--- config.mk ---
export PLATFORM = sky130hd
export DESIGN_NAME = fcp_flash_host
export DESIGN_NICKNAME = d
export VERILOG_FILES = /design/src/verilog/fcp_flash_host_unused_placeholder_none.sv /design/src/common/fcp_pkg.sv /design/src/verilog/fcp_bus_cycle.sv /design/src/verilog/fcp_poll_eval.sv /design/src/verilog/fcp_flash_host.sv
export SDC_FILE = /design/constraint.sdc
export NUM_CORES = 1
export LEC_CHECK = 0
export ABC_AREA = 1
export BUFFER_PORTS_ARGS = -buffer_cell sky130_fd_sc_hd__buf_2
export CAP_MARGIN = 40
export CELL_PAD_IN_SITES_DETAIL_PLACEMENT = 1
export CELL_PAD_IN_SITES_GLOBAL_PLACEMENT = 2
export CORE_UTILIZATION = 30
export CTS_CLUSTER_DIAMETER = 50
export CTS_CLUSTER_SIZE = 30
export DETAILED_ROUTE_END_ITERATION = 6
export PLACE_DENSITY = 0.76
export RECOVER_POWER = 50
export SLEW_MARGIN = 10
export SYNTH_ARGS = -nofsm -noshare
export SYNTH_HDL_FRONTEND = slang
export SYNTH_SLANG_ARGS = --single-unit
--- constraint.sdc ---
create_clock -name i_clk -period 12.8 [get_ports i_clk]
set_clock_uncertainty 0.15 [all_clocks]
set_input_delay 0.64 -clock i_clk [delete_from_list [all_inputs] [get_ports i_clk]]
set_output_delay 0.64 -clock i_clk [all_outputs]
set_load 0.05 [all_outputs]
--- src/verilog/fcp_flash_host_unused_placeholder_none.sv ---
// reserved, holds no design unit
`default_nettype none
`default_nettype wire

--- src/common/fcp_pkg.sv ---
// shared constants, opcodes and carrier types of the flash command host
`default_nettype none
package fcp_pkg;
   localparam int ADDR_W = 19;
   localparam int DATA_W = 8;
   // command codes; unused upper address bits go out as zero
   localparam logic [ADDR_W-1:0] UNLK_ADDR1 = 19'h00555;
   localparam logic [ADDR_W-1:0] UNLK_ADDR2 = 19'h002aa;
   localparam logic [7:0] UNLK_DATA1 = 8'haa;
   localparam logic [7:0] UNLK_DATA2 = 8'h55;
   localparam logic [7:0] CMD_RESET = 8'hf0;
   localparam logic [7:0] CMD_AUTOSEL = 8'h90;
   localparam logic [7:0] CMD_PROGRAM = 8'ha0;
   localparam logic [7:0] CMD_BYPASS = 8'h20;
   localparam logic [7:0] CMD_BYP_EXIT2 = 8'h00;
   localparam logic [7:0] CMD_ERASE_SETUP = 8'h80;
   localparam logic [7:0] CMD_CHIP_ERASE = 8'h10;
   localparam logic [7:0] CMD_SECT_ERASE = 8'h30;
   localparam logic [7:0] CMD_SUSPEND = 8'hb0;
   localparam logic [7:0] CMD_RESUME = 8'h30;
   // status bit positions on the byte lines
   localparam int POLL_BIT = 7;
   localparam int TFAIL_BIT = 5;
   // timings and derived cycle counts
   localparam int CLK_PERIOD_NS = 25;
   localparam int T_WE_LOW_NS = 50;
   localparam int T_RD_ACC_NS = 100;
   localparam int T_SECT_WIN_US = 50;
   localparam int T_SUSPEND_US = 20;
   localparam logic [7:0] WE_LOW_CYC = 8'((T_WE_LOW_NS + CLK_PERIOD_NS - 1) / CLK_PERIOD_NS);
   localparam logic [7:0] RD_ACC_CYC = 8'((T_RD_ACC_NS + CLK_PERIOD_NS - 1) / CLK_PERIOD_NS);
   localparam logic [11:0] SECT_WIN_CYC = 12'((T_SECT_WIN_US * 1000) / CLK_PERIOD_NS);
   localparam logic [11:0] SUSPEND_CYC =
      12'((T_SUSPEND_US * 1000 + CLK_PERIOD_NS - 1) / CLK_PERIOD_NS);
   // host register offsets and status fields
   localparam logic [7:0] REG_CMD = 8'h00;
   localparam logic [7:0] REG_ADDR = 8'h04;
   localparam logic [7:0] REG_DATA = 8'h08;
   localparam logic [7:0] REG_STATUS = 8'h0c;
   localparam logic [7:0] REG_RESULT = 8'h10;
   localparam int ST_BUSY = 0;
   localparam int ST_DONE = 1;
   localparam int ST_FAIL = 2;
   localparam int ST_REFUSED = 3;
   localparam int ST_BYPASS = 4;
   localparam int ST_SUSPENDED = 5;
   localparam int ST_ERASING = 6;
   localparam int ST_WINDOW = 7;
   // host operation codes written to the command register
   localparam logic [3:0] OP_READ = 4'h0;
   localparam logic [3:0] OP_RESET = 4'h1;
   localparam logic [3:0] OP_AUTOSEL = 4'h2;
   localparam logic [3:0] OP_PROGRAM = 4'h3;
   localparam logic [3:0] OP_BYP_ENTER = 4'h4;
   localparam logic [3:0] OP_BYP_PROG = 4'h5;
   localparam logic [3:0] OP_BYP_EXIT = 4'h6;
   localparam logic [3:0] OP_CHIP_ERASE = 4'h7;
   localparam logic [3:0] OP_SECT_ERASE = 4'h8;
   localparam logic [3:0] OP_SECT_ADD = 4'h9;
   localparam logic [3:0] OP_ERASE_POLL = 4'ha;
   localparam logic [3:0] OP_SUSPEND = 4'hb;
   localparam logic [3:0] OP_RESUME = 4'hc;
   // one bus cycle toward the flash
   typedef struct packed {
      logic wr;
      logic [ADDR_W-1:0] addr;
      logic [DATA_W-1:0] data;
   } fcp_cyc_s;
   typedef enum logic [1:0] {PD_MORE, PD_PASS, PD_RECHECK, PD_FAIL} fcp_poll_e;
endpackage : fcp_pkg
`default_nettype wire

--- src/verilog/fcp_bus_cycle.sv ---
// single read or write cycle generator on the flash parallel pins
`default_nettype none
module fcp_bus_cycle (
   input wire logic i_clk,
   input wire logic i_sys_rst,
   input wire logic i_req,
   input wire fcp_pkg::fcp_cyc_s i_cyc,
   output logic o_idle,
   output logic o_done,
   output logic [fcp_pkg::DATA_W-1:0] o_rdata,
   output logic [fcp_pkg::ADDR_W-1:0] o_addr,
   output logic [fcp_pkg::DATA_W-1:0] o_dq_out,
   output logic o_dq_oe,
   input wire logic [fcp_pkg::DATA_W-1:0] i_dq_in,
   output logic o_ce_n,
   output logic o_oe_n,
   output logic o_we_n
);
   import fcp_pkg::*;
   typedef enum logic [1:0] {B_IDLE, B_SETUP, B_STROBE, B_HOLD} fcp_bus_e;
   fcp_bus_e state;
   logic [7:0] cnt;
   logic wr;

   assign o_idle = (state == B_IDLE);

   // address and data hold through the strobe for either latch edge
   always_ff @(posedge i_clk or posedge i_sys_rst) begin
      if (i_sys_rst) begin
         state <= B_IDLE;
         cnt <= 8'h00;
         wr <= 1'b0;
         o_done <= 1'b0;
         o_rdata <= 8'h00;
         o_addr <= '0;
         o_dq_out <= 8'h00;
         o_dq_oe <= 1'b0;
         o_ce_n <= 1'b1;
         o_oe_n <= 1'b1;
         o_we_n <= 1'b1;
      end else begin
         o_done <= 1'b0;
         case (state)
            B_IDLE: if (i_req) begin
               o_addr <= i_cyc.addr;
               o_dq_out <= i_cyc.data;
               o_dq_oe <= i_cyc.wr;
               wr <= i_cyc.wr;
               o_ce_n <= 1'b0;
               state <= B_SETUP;
            end
            B_SETUP: begin
               o_we_n <= ~wr;
               o_oe_n <= wr;
               cnt <= wr ? WE_LOW_CYC - 8'h01 : RD_ACC_CYC - 8'h01;
               state <= B_STROBE;
            end
            B_STROBE: if (cnt == 8'h00) begin
               o_we_n <= 1'b1; // [RQ14]
               o_oe_n <= 1'b1;
               if (!wr) o_rdata <= i_dq_in;
               state <= B_HOLD;
            end else begin
               cnt <= cnt - 8'h01;
            end
            // data held one cycle past strobe rise
            B_HOLD: begin
               o_ce_n <= 1'b1;
               o_dq_oe <= 1'b0;
               o_done <= 1'b1;
               state <= B_IDLE;
            end
            default: state <= B_IDLE;
         endcase
      end
   end
endmodule : fcp_bus_cycle
`default_nettype wire

--- src/verilog/fcp_poll_eval.sv ---
// decision on one complement-polling status read
`default_nettype none
module fcp_poll_eval (
   input wire logic [fcp_pkg::DATA_W-1:0] i_rbyte,
   input wire logic i_expect,
   input wire logic i_recheck,
   input wire logic i_limit,
   output fcp_pkg::fcp_poll_e o_decision
);
   import fcp_pkg::*;
   wire poll_true = (i_rbyte[POLL_BIT] == i_expect); // [RQ16] [RQ19]
   wire tfail = i_rbyte[TFAIL_BIT];

   // true data wins over the fail bit; both may flip together
   assign o_decision = poll_true ? PD_PASS : // [RQ22]
                       (tfail && i_recheck) ? PD_FAIL :
                       tfail ? PD_RECHECK :
                       i_limit ? PD_FAIL : PD_MORE;
endmodule : fcp_poll_eval
`default_nettype wire

--- src/verilog/fcp_flash_host.sv ---
// host controller issuing flash command sequences and complement polling
// How it works
// [RQ1] every unlocked command opens with AA/555, 55/2AA
// [RQ2] plain reads need no unlock, return array data
// [RQ3] F0 write returns to array read, ends ID
// [RQ4] ID read after 90: maker, part, protection
// [RQ5] protection read is 00h unprotected, else nonzero
// [RQ6] program is unlock pair, A0, then data
// [RQ7] unlock pair plus 20 enters bypass mode
// [RQ8] bypass program is A0 then data byte
// [RQ9] bypass exit is 90 then 00, only exit
// [RQ10] erase: unlock, 80, unlock, then 10 or 30
// [RQ11] suspend B0 only honoured during sector erase
// [RQ12] resume 30 only accepted while erase suspended
// [RQ13] suspended: reads, programs, ID entry still allowed
// [RQ14] address latched late falling, data early rising
// [RQ15] polling valid from final write strobe rise
// [RQ16] program polls complement bit, then true value
// [RQ17] program status reads use the programmed address
// [RQ18] protected program target polls briefly, then reverts
// [RQ19] erase poll reads 0, then 1 when done/suspended
// [RQ20] erase status reads use an erasing sector address
// [RQ21] all-protected erase polls briefly, then reverts
// [RQ22] accept data only on later read; recheck fail
// [RQ23] sector additions within 50 us window, restarting it
// [RQ24] suspend settles within 20 us, immediate in window
// [RQ25] broken command pattern abandons sequence to read
`default_nettype none
module fcp_flash_host #(
   parameter logic [15:0] POLL_MAX = 16'hffff
) (
   input wire logic i_clk,
   input wire logic i_sys_rst,
   input wire logic [7:0] i_reg_addr,
   input wire logic [31:0] i_reg_wdata,
   input wire logic i_reg_wr,
   input wire logic i_reg_rd,
   output logic [31:0] o_reg_rdata,
   output logic [fcp_pkg::ADDR_W-1:0] o_flash_addr,
   output logic [fcp_pkg::DATA_W-1:0] o_flash_dq_out,
   output logic o_flash_dq_oe,
   input wire logic [fcp_pkg::DATA_W-1:0] i_flash_dq_in,
   output logic o_flash_ce_n,
   output logic o_flash_oe_n,
   output logic o_flash_we_n
);
   import fcp_pkg::*;

   typedef enum logic [3:0] {
      S_IDLE, S_SEQ, S_SEQ_W, S_POLL, S_POLL_W, S_FINAL, S_FINAL_W, S_ABORT, S_ABORT_W, S_HOLD
   } fcp_state_e;

   fcp_state_e state;
   logic [3:0] op;
   logic [2:0] step;
   logic [ADDR_W-1:0] addr_reg;
   logic [DATA_W-1:0] data_reg;
   logic [DATA_W-1:0] result;
   logic [ADDR_W-1:0] erase_addr;
   logic [ADDR_W-1:0] poll_addr;
   logic poll_expect;
   logic poll_erase;
   logic recheck;
   logic [15:0] poll_cnt;
   logic done, fail, refused;
   logic bypass, suspended, erasing, sect_mode, window_open;
   logic [11:0] win_cnt;
   logic [11:0] hold_cnt;

   // write cycle helper
   function automatic fcp_cyc_s wcyc(input logic [ADDR_W-1:0] a, input logic [7:0] d);
      fcp_cyc_s c;
      c.wr = 1'b1;
      c.addr = a;
      c.data = d;
      return c;
   endfunction : wcyc

   // read cycle helper
   function automatic fcp_cyc_s rcyc(input logic [ADDR_W-1:0] a);
      fcp_cyc_s c;
      c.wr = 1'b0;
      c.addr = a;
      c.data = 8'h00;
      return c;
   endfunction : rcyc

   // number of bus cycles in each operation's fixed sequence
   function automatic logic [2:0] seq_len(input logic [3:0] o);
      case (o)
         OP_AUTOSEL: return 3'h5;
         OP_PROGRAM: return 3'h4;
         OP_BYP_ENTER: return 3'h3;
         OP_BYP_PROG, OP_BYP_EXIT: return 3'h2;
         OP_CHIP_ERASE, OP_SECT_ERASE: return 3'h6;
         OP_ERASE_POLL: return 3'h0;
         default: return 3'h1;
      endcase
   endfunction : seq_len

   // bus cycle for a given step of an operation
   function automatic fcp_cyc_s seq_cycle(input logic [3:0] o, input logic [2:0] s,
                                          input logic [ADDR_W-1:0] a, input logic [7:0] d);
      fcp_cyc_s unl;
      unl = (s == 3'h0 || s == 3'h3) ? wcyc(UNLK_ADDR1, UNLK_DATA1) // [RQ1]
                                     : wcyc(UNLK_ADDR2, UNLK_DATA2);
      case (o)
         OP_READ: return rcyc(a); // [RQ2]
         OP_RESET: return wcyc(a, CMD_RESET); // [RQ3]
         // fourth cycle reads, fifth leaves ID mode
         OP_AUTOSEL: case (s)
            3'h2: return wcyc(UNLK_ADDR1, CMD_AUTOSEL);
            3'h3: return rcyc(a); // [RQ4] [RQ5] [RQ13]
            3'h4: return wcyc(a, CMD_RESET); // [RQ3]
            default: return unl;
         endcase
         OP_PROGRAM: case (s)
            3'h2: return wcyc(UNLK_ADDR1, CMD_PROGRAM);
            3'h3: return wcyc(a, d); // [RQ6]
            default: return unl;
         endcase
         OP_BYP_ENTER: return (s == 3'h2) ? wcyc(UNLK_ADDR1, CMD_BYPASS) : unl; // [RQ7]
         OP_BYP_PROG: return (s == 3'h0) ? wcyc(a, CMD_PROGRAM) : wcyc(a, d); // [RQ8]
         OP_BYP_EXIT: return (s == 3'h0) ? wcyc(a, CMD_AUTOSEL) : wcyc(a, CMD_BYP_EXIT2); // [RQ9]
         OP_CHIP_ERASE, OP_SECT_ERASE: case (s)
            3'h2: return wcyc(UNLK_ADDR1, CMD_ERASE_SETUP);
            3'h5: return (o == OP_CHIP_ERASE) ? wcyc(UNLK_ADDR1, CMD_CHIP_ERASE) // [RQ10]
                                              : wcyc(a, CMD_SECT_ERASE);
            default: return unl;
         endcase
         OP_SECT_ADD: return wcyc(a, CMD_SECT_ERASE); // [RQ23]
         OP_SUSPEND: return wcyc(a, CMD_SUSPEND);
         default: return wcyc(a, CMD_RESUME);
      endcase
   endfunction : seq_cycle

   // illegal orders are refused, so no sequence is ever broken
   function automatic logic op_legal(input logic [3:0] o, input logic byp, input logic susp,
                                     input logic ers, input logic sect, input logic win);
      if (byp) return o == OP_READ || o == OP_BYP_PROG || o == OP_BYP_EXIT; // [RQ9] [RQ25]
      if (susp) return o == OP_READ || o == OP_PROGRAM || o == OP_AUTOSEL || // [RQ13]
                       o == OP_RESUME || o == OP_ERASE_POLL; // [RQ12]
      if (ers) return o == OP_READ || o == OP_ERASE_POLL || o == OP_RESET ||
                      (o == OP_SUSPEND && sect) || (o == OP_SECT_ADD && win); // [RQ11] [RQ23]
      return o <= OP_SECT_ERASE && o != OP_BYP_PROG && o != OP_BYP_EXIT; // [RQ8]
   endfunction : op_legal

   // register port decode
   wire cmd_wr = i_reg_wr && (i_reg_addr == REG_CMD);
   wire [3:0] new_op = i_reg_wdata[3:0];
   wire accept = cmd_wr && (state == S_IDLE) &&
                 op_legal(new_op, bypass, suspended, erasing, sect_mode, window_open);
   wire reject = cmd_wr && !accept;
   wire [7:0] status = {window_open, erasing, suspended, bypass, refused, fail, done,
                        state != S_IDLE};
   wire [31:0] rd_mux = (i_reg_addr == REG_ADDR) ? {13'h0000, addr_reg} :
                        (i_reg_addr == REG_DATA) ? {24'h000000, data_reg} :
                        (i_reg_addr == REG_STATUS) ? {24'h000000, status} :
                        (i_reg_addr == REG_RESULT) ? {24'h000000, result} : 32'h00000000;

   // bus cycle selection and handshake
   wire bus_idle;
   wire bus_done;
   wire [DATA_W-1:0] bus_rdata;
   wire issue = (state == S_SEQ) || (state == S_POLL) || (state == S_FINAL) ||
                (state == S_ABORT);
   wire bus_req = issue && bus_idle;
   wire fcp_cyc_s seq_cyc = seq_cycle(op, step, addr_reg, data_reg);
   wire fcp_cyc_s bus_cyc = (state == S_SEQ) ? seq_cyc :
                            (state == S_ABORT) ? wcyc(poll_addr, CMD_RESET) : // [RQ3]
                            rcyc(poll_addr); // [RQ17] [RQ20]
   wire last_step = (step == seq_len(op) - 3'h1);
   wire is_prog = (op == OP_PROGRAM) || (op == OP_BYP_PROG);
   wire is_erase_start = (op == OP_CHIP_ERASE) || (op == OP_SECT_ERASE);
   wire seq_end = (state == S_SEQ_W) && bus_done && last_step;
   wire win_restart = seq_end && ((op == OP_SECT_ERASE) || (op == OP_SECT_ADD)); // [RQ23]
   fcp_poll_e decision;
   wire poll_limit = (poll_cnt == POLL_MAX);

   fcp_bus_cycle u_bus (
      .i_clk(i_clk),
      .i_sys_rst(i_sys_rst),
      .i_req(bus_req),
      .i_cyc(bus_cyc),
      .o_idle(bus_idle),
      .o_done(bus_done),
      .o_rdata(bus_rdata),
      .o_addr(o_flash_addr),
      .o_dq_out(o_flash_dq_out),
      .o_dq_oe(o_flash_dq_oe),
      .i_dq_in(i_flash_dq_in),
      .o_ce_n(o_flash_ce_n),
      .o_oe_n(o_flash_oe_n),
      .o_we_n(o_flash_we_n)
   );

   fcp_poll_eval u_poll (
      .i_rbyte(bus_rdata),
      .i_expect(poll_expect),
      .i_recheck(recheck),
      .i_limit(poll_limit),
      .o_decision(decision)
   );

   // software registers; a refusal beats a clear in one cycle
   always_ff @(posedge i_clk or posedge i_sys_rst) begin
      if (i_sys_rst) begin
         addr_reg <= '0;
         data_reg <= 8'h00;
         refused <= 1'b0;
         o_reg_rdata <= 32'h00000000;
      end else begin
         if (i_reg_wr && i_reg_addr == REG_ADDR) addr_reg <= i_reg_wdata[ADDR_W-1:0];
         if (i_reg_wr && i_reg_addr == REG_DATA) data_reg <= i_reg_wdata[DATA_W-1:0];
         refused <= reject | (refused & ~accept);
         o_reg_rdata <= i_reg_rd ? rd_mux : 32'h00000000;
      end
   end

   // sector window, restarted by each sector write
   always_ff @(posedge i_clk or posedge i_sys_rst) begin
      if (i_sys_rst) begin
         window_open <= 1'b0;
         win_cnt <= 12'h000;
      end else if (win_restart) begin
         window_open <= 1'b1; // [RQ23]
         win_cnt <= SECT_WIN_CYC - 12'h001;
      end else if (suspended || state == S_ABORT_W) begin
         window_open <= 1'b0;
      end else if (window_open) begin
         if (win_cnt == 12'h000) window_open <= 1'b0;
         win_cnt <= win_cnt - 12'h001;
      end
   end

   // sequencer and poll loop
   always_ff @(posedge i_clk or posedge i_sys_rst) begin
      if (i_sys_rst) begin
         state <= S_IDLE;
         op <= OP_READ;
         step <= 3'h0;
         result <= 8'h00;
         erase_addr <= '0;
         poll_addr <= '0;
         poll_expect <= 1'b0;
         poll_erase <= 1'b0;
         recheck <= 1'b0;
         poll_cnt <= 16'h0000;
         hold_cnt <= 12'h000;
         done <= 1'b0;
         fail <= 1'b0;
         bypass <= 1'b0;
         suspended <= 1'b0;
         erasing <= 1'b0;
         sect_mode <= 1'b0;
      end else begin
         case (state)
            S_IDLE: if (accept) begin
               op <= new_op;
               step <= 3'h0;
               done <= 1'b0;
               fail <= 1'b0;
               recheck <= 1'b0;
               poll_cnt <= 16'h0000;
               poll_addr <= erase_addr;
               poll_expect <= 1'b1;
               poll_erase <= 1'b1;
               state <= (new_op == OP_ERASE_POLL) ? S_POLL : S_SEQ;
            end
            S_SEQ: if (bus_idle) state <= S_SEQ_W;
            S_SEQ_W: if (bus_done) begin
               if (!seq_cyc.wr) result <= bus_rdata;
               step <= step + 3'h1;
               state <= S_SEQ;
               if (last_step) begin
                  state <= S_IDLE;
                  done <= 1'b1;
                  // polling follows the final write strobe
                  if (is_prog || op == OP_CHIP_ERASE) begin
                     poll_addr <= addr_reg; // [RQ17] [RQ20]
                     poll_expect <= is_prog ? data_reg[POLL_BIT] : 1'b1; // [RQ15]
                     poll_erase <= !is_prog;
                     done <= 1'b0;
                     state <= S_POLL;
                  end
                  if (is_erase_start) begin
                     erasing <= 1'b1;
                     sect_mode <= (op == OP_SECT_ERASE);
                     erase_addr <= addr_reg;
                  end
                  if (op == OP_BYP_ENTER) bypass <= 1'b1; // [RQ7]
                  if (op == OP_BYP_EXIT) bypass <= 1'b0; // [RQ9]
                  if (op == OP_RESET) begin
                     erasing <= 1'b0;
                     sect_mode <= 1'b0;
                  end
                  if (op == OP_RESUME) suspended <= 1'b0; // [RQ12]
                  // suspend inside the window takes effect at once
                  if (op == OP_SUSPEND) begin
                     done <= window_open;
                     suspended <= window_open;
                     hold_cnt <= SUSPEND_CYC - 12'h001;
                     state <= window_open ? S_IDLE : S_HOLD; // [RQ24]
                  end
               end
            end
            S_HOLD: if (hold_cnt == 12'h000) begin
               suspended <= 1'b1; // [RQ24]
               done <= 1'b1;
               state <= S_IDLE;
            end else begin
               hold_cnt <= hold_cnt - 12'h001;
            end
            S_POLL: if (bus_idle) state <= S_POLL_W;
            // protected targets revert to array data, which reads as true data
            S_POLL_W: if (bus_done) begin
               poll_cnt <= poll_cnt + 16'h0001;
               case (decision)
                  PD_PASS: state <= S_FINAL; // [RQ18] [RQ21] [RQ22]
                  PD_RECHECK: begin
                     recheck <= 1'b1; // [RQ22]
                     state <= S_POLL;
                  end
                  PD_FAIL: state <= S_ABORT;
                  default: state <= S_POLL;
               endcase
            end
            S_FINAL: if (bus_idle) state <= S_FINAL_W;
            // the read after true data is the one that carries a valid byte
            S_FINAL_W: if (bus_done) begin
               result <= bus_rdata; // [RQ22]
               done <= 1'b1;
               if (poll_erase && !suspended) begin
                  erasing <= 1'b0; // [RQ19]
                  sect_mode <= 1'b0;
               end
               state <= S_IDLE;
            end
            S_ABORT: if (bus_idle) state <= S_ABORT_W;
            S_ABORT_W: if (bus_done) begin
               fail <= 1'b1; // [RQ3]
               done <= 1'b1;
               if (!suspended) begin
                  erasing <= 1'b0;
                  sect_mode <= 1'b0;
               end
               state <= S_IDLE;
            end
            default: state <= S_IDLE;
         endcase
      end
   end
endmodule : fcp_flash_host
`default_nettype wire

==> results of run 1 <==
## power groups by stage
stage                     Combinational [mW]  Sequential (mW)  Clock, mW
after floorplan                        0.592            0.950          0
final                                  0.888            0.854      0.826
after detailed placement               0.905            0.866          0
after global placement                 0.879            0.863          0
after CTS                              0.908            0.856      0.851
after global routing                    1.00            0.871      0.874
## cell type report
cell class                 instances  area, µm²
sequential                       205       5134
clock buffer                      34      807.0
fill                            4591      23760
tap                              504      630.6
antenna                            1      2.502
clock inverter                    22      205.2
multi-input combinational       1067       5383
timing repair buffer              97      500.5
inverter                         144      541.8
## cell usage in the layout, fill, tap and decap left out, types with 23 or more instances in the layout
cell	count
sky130_fd_sc_hd__clkbuf_16	31
sky130_fd_sc_hd__o21ai_0	132
sky130_fd_sc_hd__buf_2	88
sky130_fd_sc_hd__nor2_1	129
sky130_fd_sc_hd__nand2_1	382
sky130_fd_sc_hd__or2_2	23
sky130_fd_sc_hd__a21oi_1	49
sky130_fd_sc_hd__inv_1	136
sky130_fd_sc_hd__nand3_1	98
sky130_fd_sc_hd__dfrtp_1	202
sky130_fd_sc_hd__xor2_1	23
sky130_fd_sc_hd__o21ai_1	34
sky130_fd_sc_hd__nor3_1	28
## path summary, 6_finish.rpt
check / endpoint / start / depth (start not counted)
max: addr_reg[14] / i_sys_rst / 4
min: addr_reg[13] / i_reg_wdata[13] / 2
max reg2reg: erase_addr[8] / op[0] / 13
min reg2reg: u_bus.o_dq_out[2] / u_bus.o_dq_out[2] / 2
max in group i_clk: erase_addr[8] / op[0] / 13
min in group asynchronous: hold_cnt[5] / i_sys_rst / 2
## logic make-up after synthesis
group,count (synthesis),synth area share (%)
simple gates,717,27.75
compound gates,278,13.87
flops,205,45.10
buf+inv,200,7.969
xor+xnor,33,2.539
fa+ha+maj,15,1.649
mux,11,1.088
other cells,1,0.03294
## critical path, cell delays in order
cell and delay, ns:
sky130_fd_sc_hd__buf_2 0.10, sky130_fd_sc_hd__clkinvlp_2 1.91, sky130_fd_sc_hd__clkbuf_1 0.58, sky130_fd_sc_hd__clkbuf_1 2.41
## layer usage
metal / vias to the layer above / GRT usage [%]
li1: 4936 / -
met2: 160 / 29.62
met5: - / 0
met1: 4829 / 26.98
met3: 40 / 3.217
met4: 4 / 4.106
## stage by stage
step	cells	power (mW)	hold slack (ns)
6_report	2074	2.568	0.1602
5_1_grt	2074	2.750	0.1359
2_1_floorplan	1472	1.542	0.2915
3_3_place_gp	2015	1.742	0.3040
3_5_place_dp	2017	1.771	0.3124
4_1_cts	2073	2.615	0.002342
==> Flow_metrics.wiki, run 1 <==
{| class="wikitable"
! Metric !! Value
|-
| Final setup margin || 6.768 ns
|-
| Core utilization of the finished layout || 35.72%
|-
| Pre-Repair DR Iteration Count || 5
|-
| Number of CTS-inserted buffers || 31
|-
| Count of antenna-violating nets left after detailed routing || 0
|-
| Later-pin clock latency in the skew report || approximately 0.57 ns
|-
| GRT Total Usage || roughly a fifth
|-
| Total routed wirelength || 35,510 µm
|-
| Sequential area share after synthesis || a little under half
|-
| Critical path arrival || a little under 6 ns
|-
| Share of the synthesized area in the top cell type || 44.41%
|-
| Count of routing violations after the opening detailed-route iteration || roughly 460
|-
| Routed vias || between 9,000 and 10,000
|-
| Register-to-register setup slack || between 9 and 10 ns
|-
| Transition time of the tightest slew-check pin || between 3 and 4 ns
|-
| Leak || 6.398 nW
|-
| Antenna violations before repair || 3
|-
| Via count of the first global-routing pass || 10,340
|-
| Area added between synthesis and finish || 15.99%
|-
| Largest net degree at the start of global routing || about 80
|-
| Run status || finished, violations left
|-
| Required time of the critical path || 12.55 ns
|-
| Final instance area || approximately 13,000 µm²
|-
| Post-DP HPWL || approximately 26,000 µm
|-
| Final #Nets || between 1,500 and 2,000
|-
| Site Rows || 70
|-
| Initial core utilization || a little under a third
|-
| Routability congestion estimate from global placement || roughly 0.89
|-
| Detailed route wirelength on metal3 || around 1600 µm
|-
| Cell Int Power || roughly 1.5 mW
|-
| Type of the setup path with the least slack || input port to asynchronous set/reset pin
|-
| Portion of the clock cycle consumed by the worst path in the final layout || 47.12%
|-
| Register bit total from synthesis || a little over 200
|-
| Share of total power in the clock network || 32.2%
|-
| Clock transition at the registers of the reported paths || roughly 0.06 ns
|-
| Bufs on Longest Clock Path || 3
|-
| Cell with the most instances after synthesis || sky130_fd_sc_hd__nand2_1
|-
| Setup repair after global routing missed its margin || false
|-
| Postcts setup bufs || 0
|-
| Net switching power || between 1 and 1.5 mW
|-
| Cts repair resizes || 0
|-
| Kind of start point of the critical path || input port
|-
| Wire length on met2 || 15,620 µm
|-
| Worst setup EP type || asynchronous set/reset pin
|-
| Combinational share of power || about a third
|-
| First-pass GRT wire length || around 58,000 µm
|-
| Final hold vios || 0
|-
| Highest clock rate || between 150 and 200 MHz
|-
| Highest net fanout along the worst path || 77
|-
| Worst IR Drop VDD || between 0.1 and 0.15 mV
|-
| Synth Area per Inst || 7.797 µm²
|-
| Violations in the final reports || max-capacitance violations, max-slew violations
|-
| Core area || 36,960 µm²
|-
| Root Driver || sky130_fd_sc_hd__clkbuf_16
|-
| Ratio of total power to cell area || 194.5 nW/µm²
|-
| Port buffer count || 88
|-
| TritonCTS Sinks || 205
|-
| FFs w/ async S/R, synth || 100.0%
|-
| Synth Cell Area || between 10,000 and 15,000 µm²
|-
| Leading area contributor after synthesis || sky130_fd_sc_hd__dfrtp_1
|-
| Layout cells sized above 1 || about 15%
|-
| Total cell area at the placement stage || 12,240 µm²
|-
| Die area || slightly below 40,000 µm²
|-
| Die Wd || between 150 and 200 µm
|-
| Normalized max-slew margin || -134.2%
|-
| Setup Total Neg Slack || 0 ns
|-
| Most frequently used flop master after synthesis || sky130_fd_sc_hd__dfrtp_1
|-
| Proportion of total power due to net switching || 42.27%
|-
| Met1 wire length || about 18,000 µm
|-
| Post-route DRC violation count || 0
|-
| Via-to-Cell Ratio || 4.807
|-
| Post-synth cell types || 55
|-
| Final critical path time including I/O delays and setup || 6.032 ns
|-
| Count of mapped cells out of synthesis || around 1,500
|-
| Top cells by area, synth || sky130_fd_sc_hd__dfrtp_1 44%, sky130_fd_sc_hd__nand2_1 13%, sky130_fd_sc_hd__o21ai_0 5.8%
|-
| EDFF count, synth || 0
|-
| Die boundary height || ~200 µm
|-
| Number of H-tree levels || 1
|-
| Routed wirelength normalized by instance count || between 15 and 20 µm
|-
| Max-slew violation count || 199
|-
| Worst hold path type || input port to flip-flop
|-
| Total number of yosys warnings || 0
|-
| Setup-violating endpoint count in the final report || 0
|-
| Share of total power in sequential cells || about a third
|-
| Leading cell types by count after synthesis || 382 x sky130_fd_sc_hd__nand2_1, 202 x sky130_fd_sc_hd__dfrtp_1, 137 x sky130_fd_sc_hd__inv_1
|-
| Count of max-cap constraint violations || 3
|-
| I/O pins || around 120
|-
| Top Metal Used || met5
|-
| CTS tree || done
|-
| Total overflow reported by the global router || 0
|-
| Number of hold buffers added after CTS || 0
|-
| Minimum setup slack after placement || 9.591 ns
|}
Power figures use the tool's default switching activity.
==> run 2: changes to the inputs <==
--- a/config.mk
+++ b/config.mk
@@ -5,7 +5,7 @@
 export SDC_FILE = /design/constraint.sdc
 export NUM_CORES = 1
 export LEC_CHECK = 0
-export ABC_AREA = 1
+export ABC_AREA = 0
 export BUFFER_PORTS_ARGS = -buffer_cell sky130_fd_sc_hd__buf_2
 export CAP_MARGIN = 40
 export CELL_PAD_IN_SITES_DETAIL_PLACEMENT = 1
@@ -14,7 +14,7 @@
 export CTS_CLUSTER_DIAMETER = 50
 export CTS_CLUSTER_SIZE = 30
 export DETAILED_ROUTE_END_ITERATION = 6
-export PLACE_DENSITY = 0.76
+export PLACE_DENSITY = 0.72
 export RECOVER_POWER = 50
 export SLEW_MARGIN = 10
 export SYNTH_ARGS = -nofsm -noshare
==> constraint.sdc (replaced) <==
create_clock -name i_clk -period 6.2 [get_ports i_clk]
set_clock_uncertainty 0.15 [all_clocks]
set_input_delay 0.31 -clock i_clk [delete_from_list [all_inputs] [get_ports i_clk]]
set_output_delay 0.31 -clock i_clk [all_outputs]
set_load 0.05 [all_outputs]
==> run 2 against run 1 <==
Net effect: the run still ends with max-capacitance violations, max-slew violations left; sequential share of layout area increased by 0.13 points; combinational power decreased by 88%; worst hold slack got worse by 0.12 ns; critical path type is now flip-flop to flip-flop.
==> Flow_metrics.wiki, run 2 <==
{| class="wikitable"
! Metric !! Value
|-
| Run status || finished, violations left (unchanged)
|-
| Violations in the final reports || max-capacitance violations, max-slew violations (unchanged)
|-
| Via-to-Cell Ratio || 5.201 (was 4.807)
|-
| Post-synth cell types || 86 (was 55)
|-
| Leading cell types by count after synthesis || 202 x sky130_fd_sc_hd__dfrtp_1, 146 x sky130_fd_sc_hd__nand2_1, 107 x sky130_fd_sc_hd__nor2_1 (was 382 x sky130_fd_sc_hd__nand2_1, 202 x sky130_fd_sc_hd__dfrtp_1, 137 x sky130_fd_sc_hd__inv_1)
|-
| Placed insts || 1,644 (was 2,017)
|-
| Antenna diodes || 0 (was 1)
|-
| Worst IR Drop VDD || 0.1932 mV (was 0.1126 mV)
|-
| Synth Area in XOR/XNOR || 2.847% (was 2.539%)
|-
| Die Wd || 193.8 µm (was 196.8 µm)
|-
| Largest family of logic cells by synthesized area || simple AND/OR/NAND/NOR gates (unchanged)
|-
| Highest-count cells in the layout ignoring fill and taps || 202 x sky130_fd_sc_hd__dfrtp_1, 146 x sky130_fd_sc_hd__nand2_1, 107 x sky130_fd_sc_hd__nor2_1 (was 382 x sky130_fd_sc_hd__nand2_1, 202 x sky130_fd_sc_hd__dfrtp_1, 136 x sky130_fd_sc_hd__inv_1)
|-
| Pre-Repair DR Iteration Count || 4 (was 5)
|-
| Portion of the clock cycle consumed by the worst path in the final layout || 66.31%
|-
| Synth Area in Simple Gates || 19.67% (was 27.75%)
|-
| Critical path cell sequence || buf_4 -> nor4b_2 -> nor2_1 -> ha_1 -> xnor2_1 -> nor2b_1 -> mux2i_2 -> nor3_2 -> and3_1 -> buf_4 -> mux2_2 (was buf_2 -> clkinvlp_2 -> clkbuf_1 -> clkbuf_1)
|-
| Total number of yosys warnings || 0 (unchanged)
|-
| Bufs on Longest Clock Path || 3 (unchanged)
|-
| Antenna violations before repair || 1 (was 3)
|-
| Post-synthesis share of cell area spent on full adders, half adders and majority gates || 1.803% (was 1.649%)
|-
| Share of the synthesized area in the top cell type || 45.82% (was 44.41%)
|-
| Routability congestion estimate from global placement || 0.8848 (was 0.8935)
|-
| Mux share of post-synthesis cell area || 10.40% (was 1.088%)
|-
| Setup Total Neg Slack || 0 ns (unchanged)
|-
| GRT Total Usage || 18.08% (was 18.84%)
|-
| Post-route DRC violation count || 0 (unchanged)
|-
| Most frequently used flop master after synthesis || sky130_fd_sc_hd__dfrtp_1 (unchanged)
|-
| Final hold vios || 0 (unchanged)
|-
| Cell with the most instances after synthesis || sky130_fd_sc_hd__dfrtp_1 (was sky130_fd_sc_hd__nand2_1)
|-
| Initial core utilization || 30.72% (was 30.80%)
|-
| Cell with the most instances on the worst path || sky130_fd_sc_hd__buf_4 (was sky130_fd_sc_hd__clkbuf_1)
|-
| Transition time of the tightest slew-check pin || 2.759 ns (was 3.494 ns)
|-
| Site Rows || 69 (was 70)
|-
| Slowest stage cell on the critical path || sky130_fd_sc_hd__nor4b_2 (was sky130_fd_sc_hd__clkbuf_1)
|-
| Worst hold path type || input port to flip-flop (unchanged)
|-
| EDFF count, synth || 0 (unchanged)
|-
| Final critical path time including I/O delays and setup || between 4 and 5 ns
|-
| Post-DP HPWL || 23,850 µm (was 25,630 µm)
|-
| Leading area contributor after synthesis || sky130_fd_sc_hd__dfrtp_1 (unchanged)
|-
| Number of CTS-inserted buffers || 28 (was 31)
|-
| TritonCTS Sinks || 205 (unchanged)
|-
| Critical path arrival || 4.38 ns (was 5.78 ns)
|-
| Final #Nets || 1,309 (was 1,613)
|-
| Area added between synthesis and finish || 19.29% (was 15.99%)
|-
| Type of the setup path with the least slack || flip-flop to flip-flop (was input port to asynchronous set/reset pin)
|-
| Most common cell after layout, fill and taps aside || sky130_fd_sc_hd__dfrtp_1 (was sky130_fd_sc_hd__nand2_1)
|-
| Max-slew violation count || 109 (was 199)
|-
| CTS tree || done (unchanged)
|-
| Leak || 6.079 nW (was 6.398 nW)
|-
| Top cells by area, synth || sky130_fd_sc_hd__dfrtp_1 46%, sky130_fd_sc_hd__mux2_2 8.9%, sky130_fd_sc_hd__nand2_1 5.0% (was sky130_fd_sc_hd__dfrtp_1 44%, sky130_fd_sc_hd__nand2_1 13%, sky130_fd_sc_hd__o21ai_0 5.8%)
|-
| Total routed wirelength || 33,440 µm (was 35,510 µm)
|-
| Routed vias || 8,971 (was 9,969)
|-
| FFs w/ async S/R, synth || 100.0% (unchanged)
|-
| Ratio of total power to cell area || 236.8 nW/µm² (was 194.5 nW/µm²)
|-
| Slowest Stage Delay on Critical Path || 0.74 ns (was 2.41 ns)
|-
| Normalized max-slew margin || -83.95% (was -134.2%)
|-
| Layout cells sized above 1 || 20.73% (was 14.91%)
|-
| Via count of the first global-routing pass || 9,332 (was 10,340)
|-
| Share of the synthesized area in compound gates (AO/OA/AOI/OAI) || 14.30% (was 13.87%)
|-
| Cell Count, Final, Fillers Out || 1,725 (was 2,074)
|-
| Highest clock rate || about 240 MHz
|-
| Core area || 35,910 µm² (was 36,960 µm²)
|-
| Register bit total from synthesis || 205 (unchanged)
|-
| Worst setup EP type || flip-flop (was asynchronous set/reset pin)
|-
| Setup-violating endpoint count in the final report || 0 (unchanged)
|-
| Synth Cell Area || 11,030 µm² (was 11,380 µm²)
|-
| Routed wirelength normalized by instance count || 19.39 µm (was 17.12 µm)
|-
| I/O pins || 115 (unchanged)
|-
| Required time of the critical path || 6.47 ns (was 12.55 ns)
|-
| Count of antenna-violating nets left after detailed routing || 0 (unchanged)
|-
| Kind of start point of the critical path || flip-flop (was input port)
|-
| First-pass GRT wire length || 54,400 µm (was 57,870 µm)
|-
| Synth Area per Inst || 9.745 µm² (was 7.797 µm²)
|-
| Die area || 37,540 µm² (was 38,730 µm²)
|-
| Clock transition at the registers of the reported paths || 0.07 ns (was 0.06 ns)
|-
| Total overflow reported by the global router || 0 (unchanged)
|-
| Sequential area share after synthesis || 46.54% (was 45.10%)
|-
| Later-pin clock latency in the skew report || 0.57 ns (about the same)
|-
| Die boundary height || 193.8 µm (was 196.8 µm)
|-
| Count of max-cap constraint violations || 1 (was 3)
|-
| Count of routing violations after the opening detailed-route iteration || 490 (was 455)
|-
| Port buffer count || 88 (unchanged)
|-
| Setup repair after global routing missed its margin || false (unchanged)
|-
| Highest net fanout along the worst path || 27 (was 77)
|-
| Count of mapped cells out of synthesis || 1,132 (was 1,460)
|-
| Root Driver || sky130_fd_sc_hd__clkbuf_16 (unchanged)
|-
| Largest net degree at the start of global routing || 109 (was 78)
|-
| Number of H-tree levels || 1 (unchanged)
|}
run 2: cell count changes after synthesis, moves of 12 or more:
| cell | previous run | this run |
|---|---|---|
| sky130_fd_sc_hd__and3_1 | 0 | 17 |
| sky130_fd_sc_hd__clkbuf_1 | 20 | 39 |
| sky130_fd_sc_hd__inv_1 | 137 | 34 |
| sky130_fd_sc_hd__mux2_2 | 11 | 87 |
| sky130_fd_sc_hd__mux2i_1 | 0 | 12 |
| sky130_fd_sc_hd__nand2_1 | 382 | 146 |
| sky130_fd_sc_hd__nand2b_1 | 0 | 15 |
| sky130_fd_sc_hd__nand3_1 | 98 | 28 |
| sky130_fd_sc_hd__nor2_1 | 128 | 107 |
| sky130_fd_sc_hd__nor2b_1 | 0 | 21 |
| sky130_fd_sc_hd__o21ai_0 | 132 | 52 |
| sky130_fd_sc_hd__o21ai_1 | 34 | 2 |
| sky130_fd_sc_hd__or2_2 | 23 | 9 |
run 2: worst max-delay path, delay by kind of cell, from the launching register on:
family	cells	cell delay, ns
and+or+nand+nor	5	1.85
muxes	2	0.54
DFF	1	0.36
adders and majority gates	1	0.32
xor gates and xnor gates	1	0.15
buffers and inverters	2	0.55
run 2: cell type report:
| class | instances | area [µm²] |
|---|---|---|
| Multi-Input combinational cell | 834 | 5469 |
| Sequential cell | 205 | 5134 |
| Timing Repair Buffer | 139 | 888.4 |
| Clock inverter | 23 | 259.0 |
| Tap cell | 461 | 576.8 |
| Inverter | 34 | 128.9 |
| Fill cell | 4115 | 22750 |
| Clock buffer | 29 | 704.4 |
run 2: path summary, 6_finish.rpt:
path / from / end / slack, ns / depth (start not counted)
worst min-delay path: i_reg_addr[7] / refused / 0.04 / 5
worst max-delay path: op[0] / erase_addr[7] / 2.09 / 11
worst max register to register: op[0] / erase_addr[7] / 2.09 / 11
max in group asynchronous: i_sys_rst / step[2] / 2.16 / 4
worst min register to register: u_bus.o_dq_out[3] / u_bus.o_dq_out[3] / 0.34 / 1
min in group asynchronous: i_sys_rst / u_bus.cnt[2] / 0.49 / 3
run 2: repair_timing:
action,CTS,global route
setup buffers,0,0
endpoints found under the hold margin,94,0
hold buffers,29,0
resized for setup,0,0
run 2: kinds of logic after synthesis:
kind of cell / count (synthesis)
AO/OA/AOI/OAI: 230
XOR/XNOR: 35
adder cells (fa/ha/maj): 16
buffers and inverters: 105
flip-flops: 205
multiplexers: 103
other: 1
AND/OR/NAND/NOR: 437
run 2: power breakdown:
group	switching [mW]	internal [mW]	total, mW
logic	0.0701	0.0381	0.108
clock network	0.697	0.944	1.64
registers	0.0180	1.35	1.37
total	0.785	2.33	3.12
run 2: per-layer routing:
metal  share of wire [%]  vias to the layer above  GRT usage [%]
met5                   0                        -              0
met4                 1.3                        0          2.993
met3                 4.0                       37          2.748
met2                  46                      148          28.69
met1                  49                     4557          26.26
li1                    -                     4229              -
run 2: stage by stage:
step | instance area [µm²] | hold WS (ns) | setup WS [ns] | power (mW) | utilization (%)
after floorplan | 11080 | 0.3071 | 0.1492 | 1.452 | -
after global placement | 11860 | 0.3132 | 2.165 | 1.484 | 33.02
after detailed placement | 11970 | 0.1420 | 2.153 | 1.491 | 33.33
after CTS | 13220 | 0.02384 | 2.103 | 3.165 | 36.82
after global routing | 13160 | 0.04883 | 1.347 | 3.231 | 36.64
final | 13160 | 0.03885 | 2.089 | 3.117 | 36.64
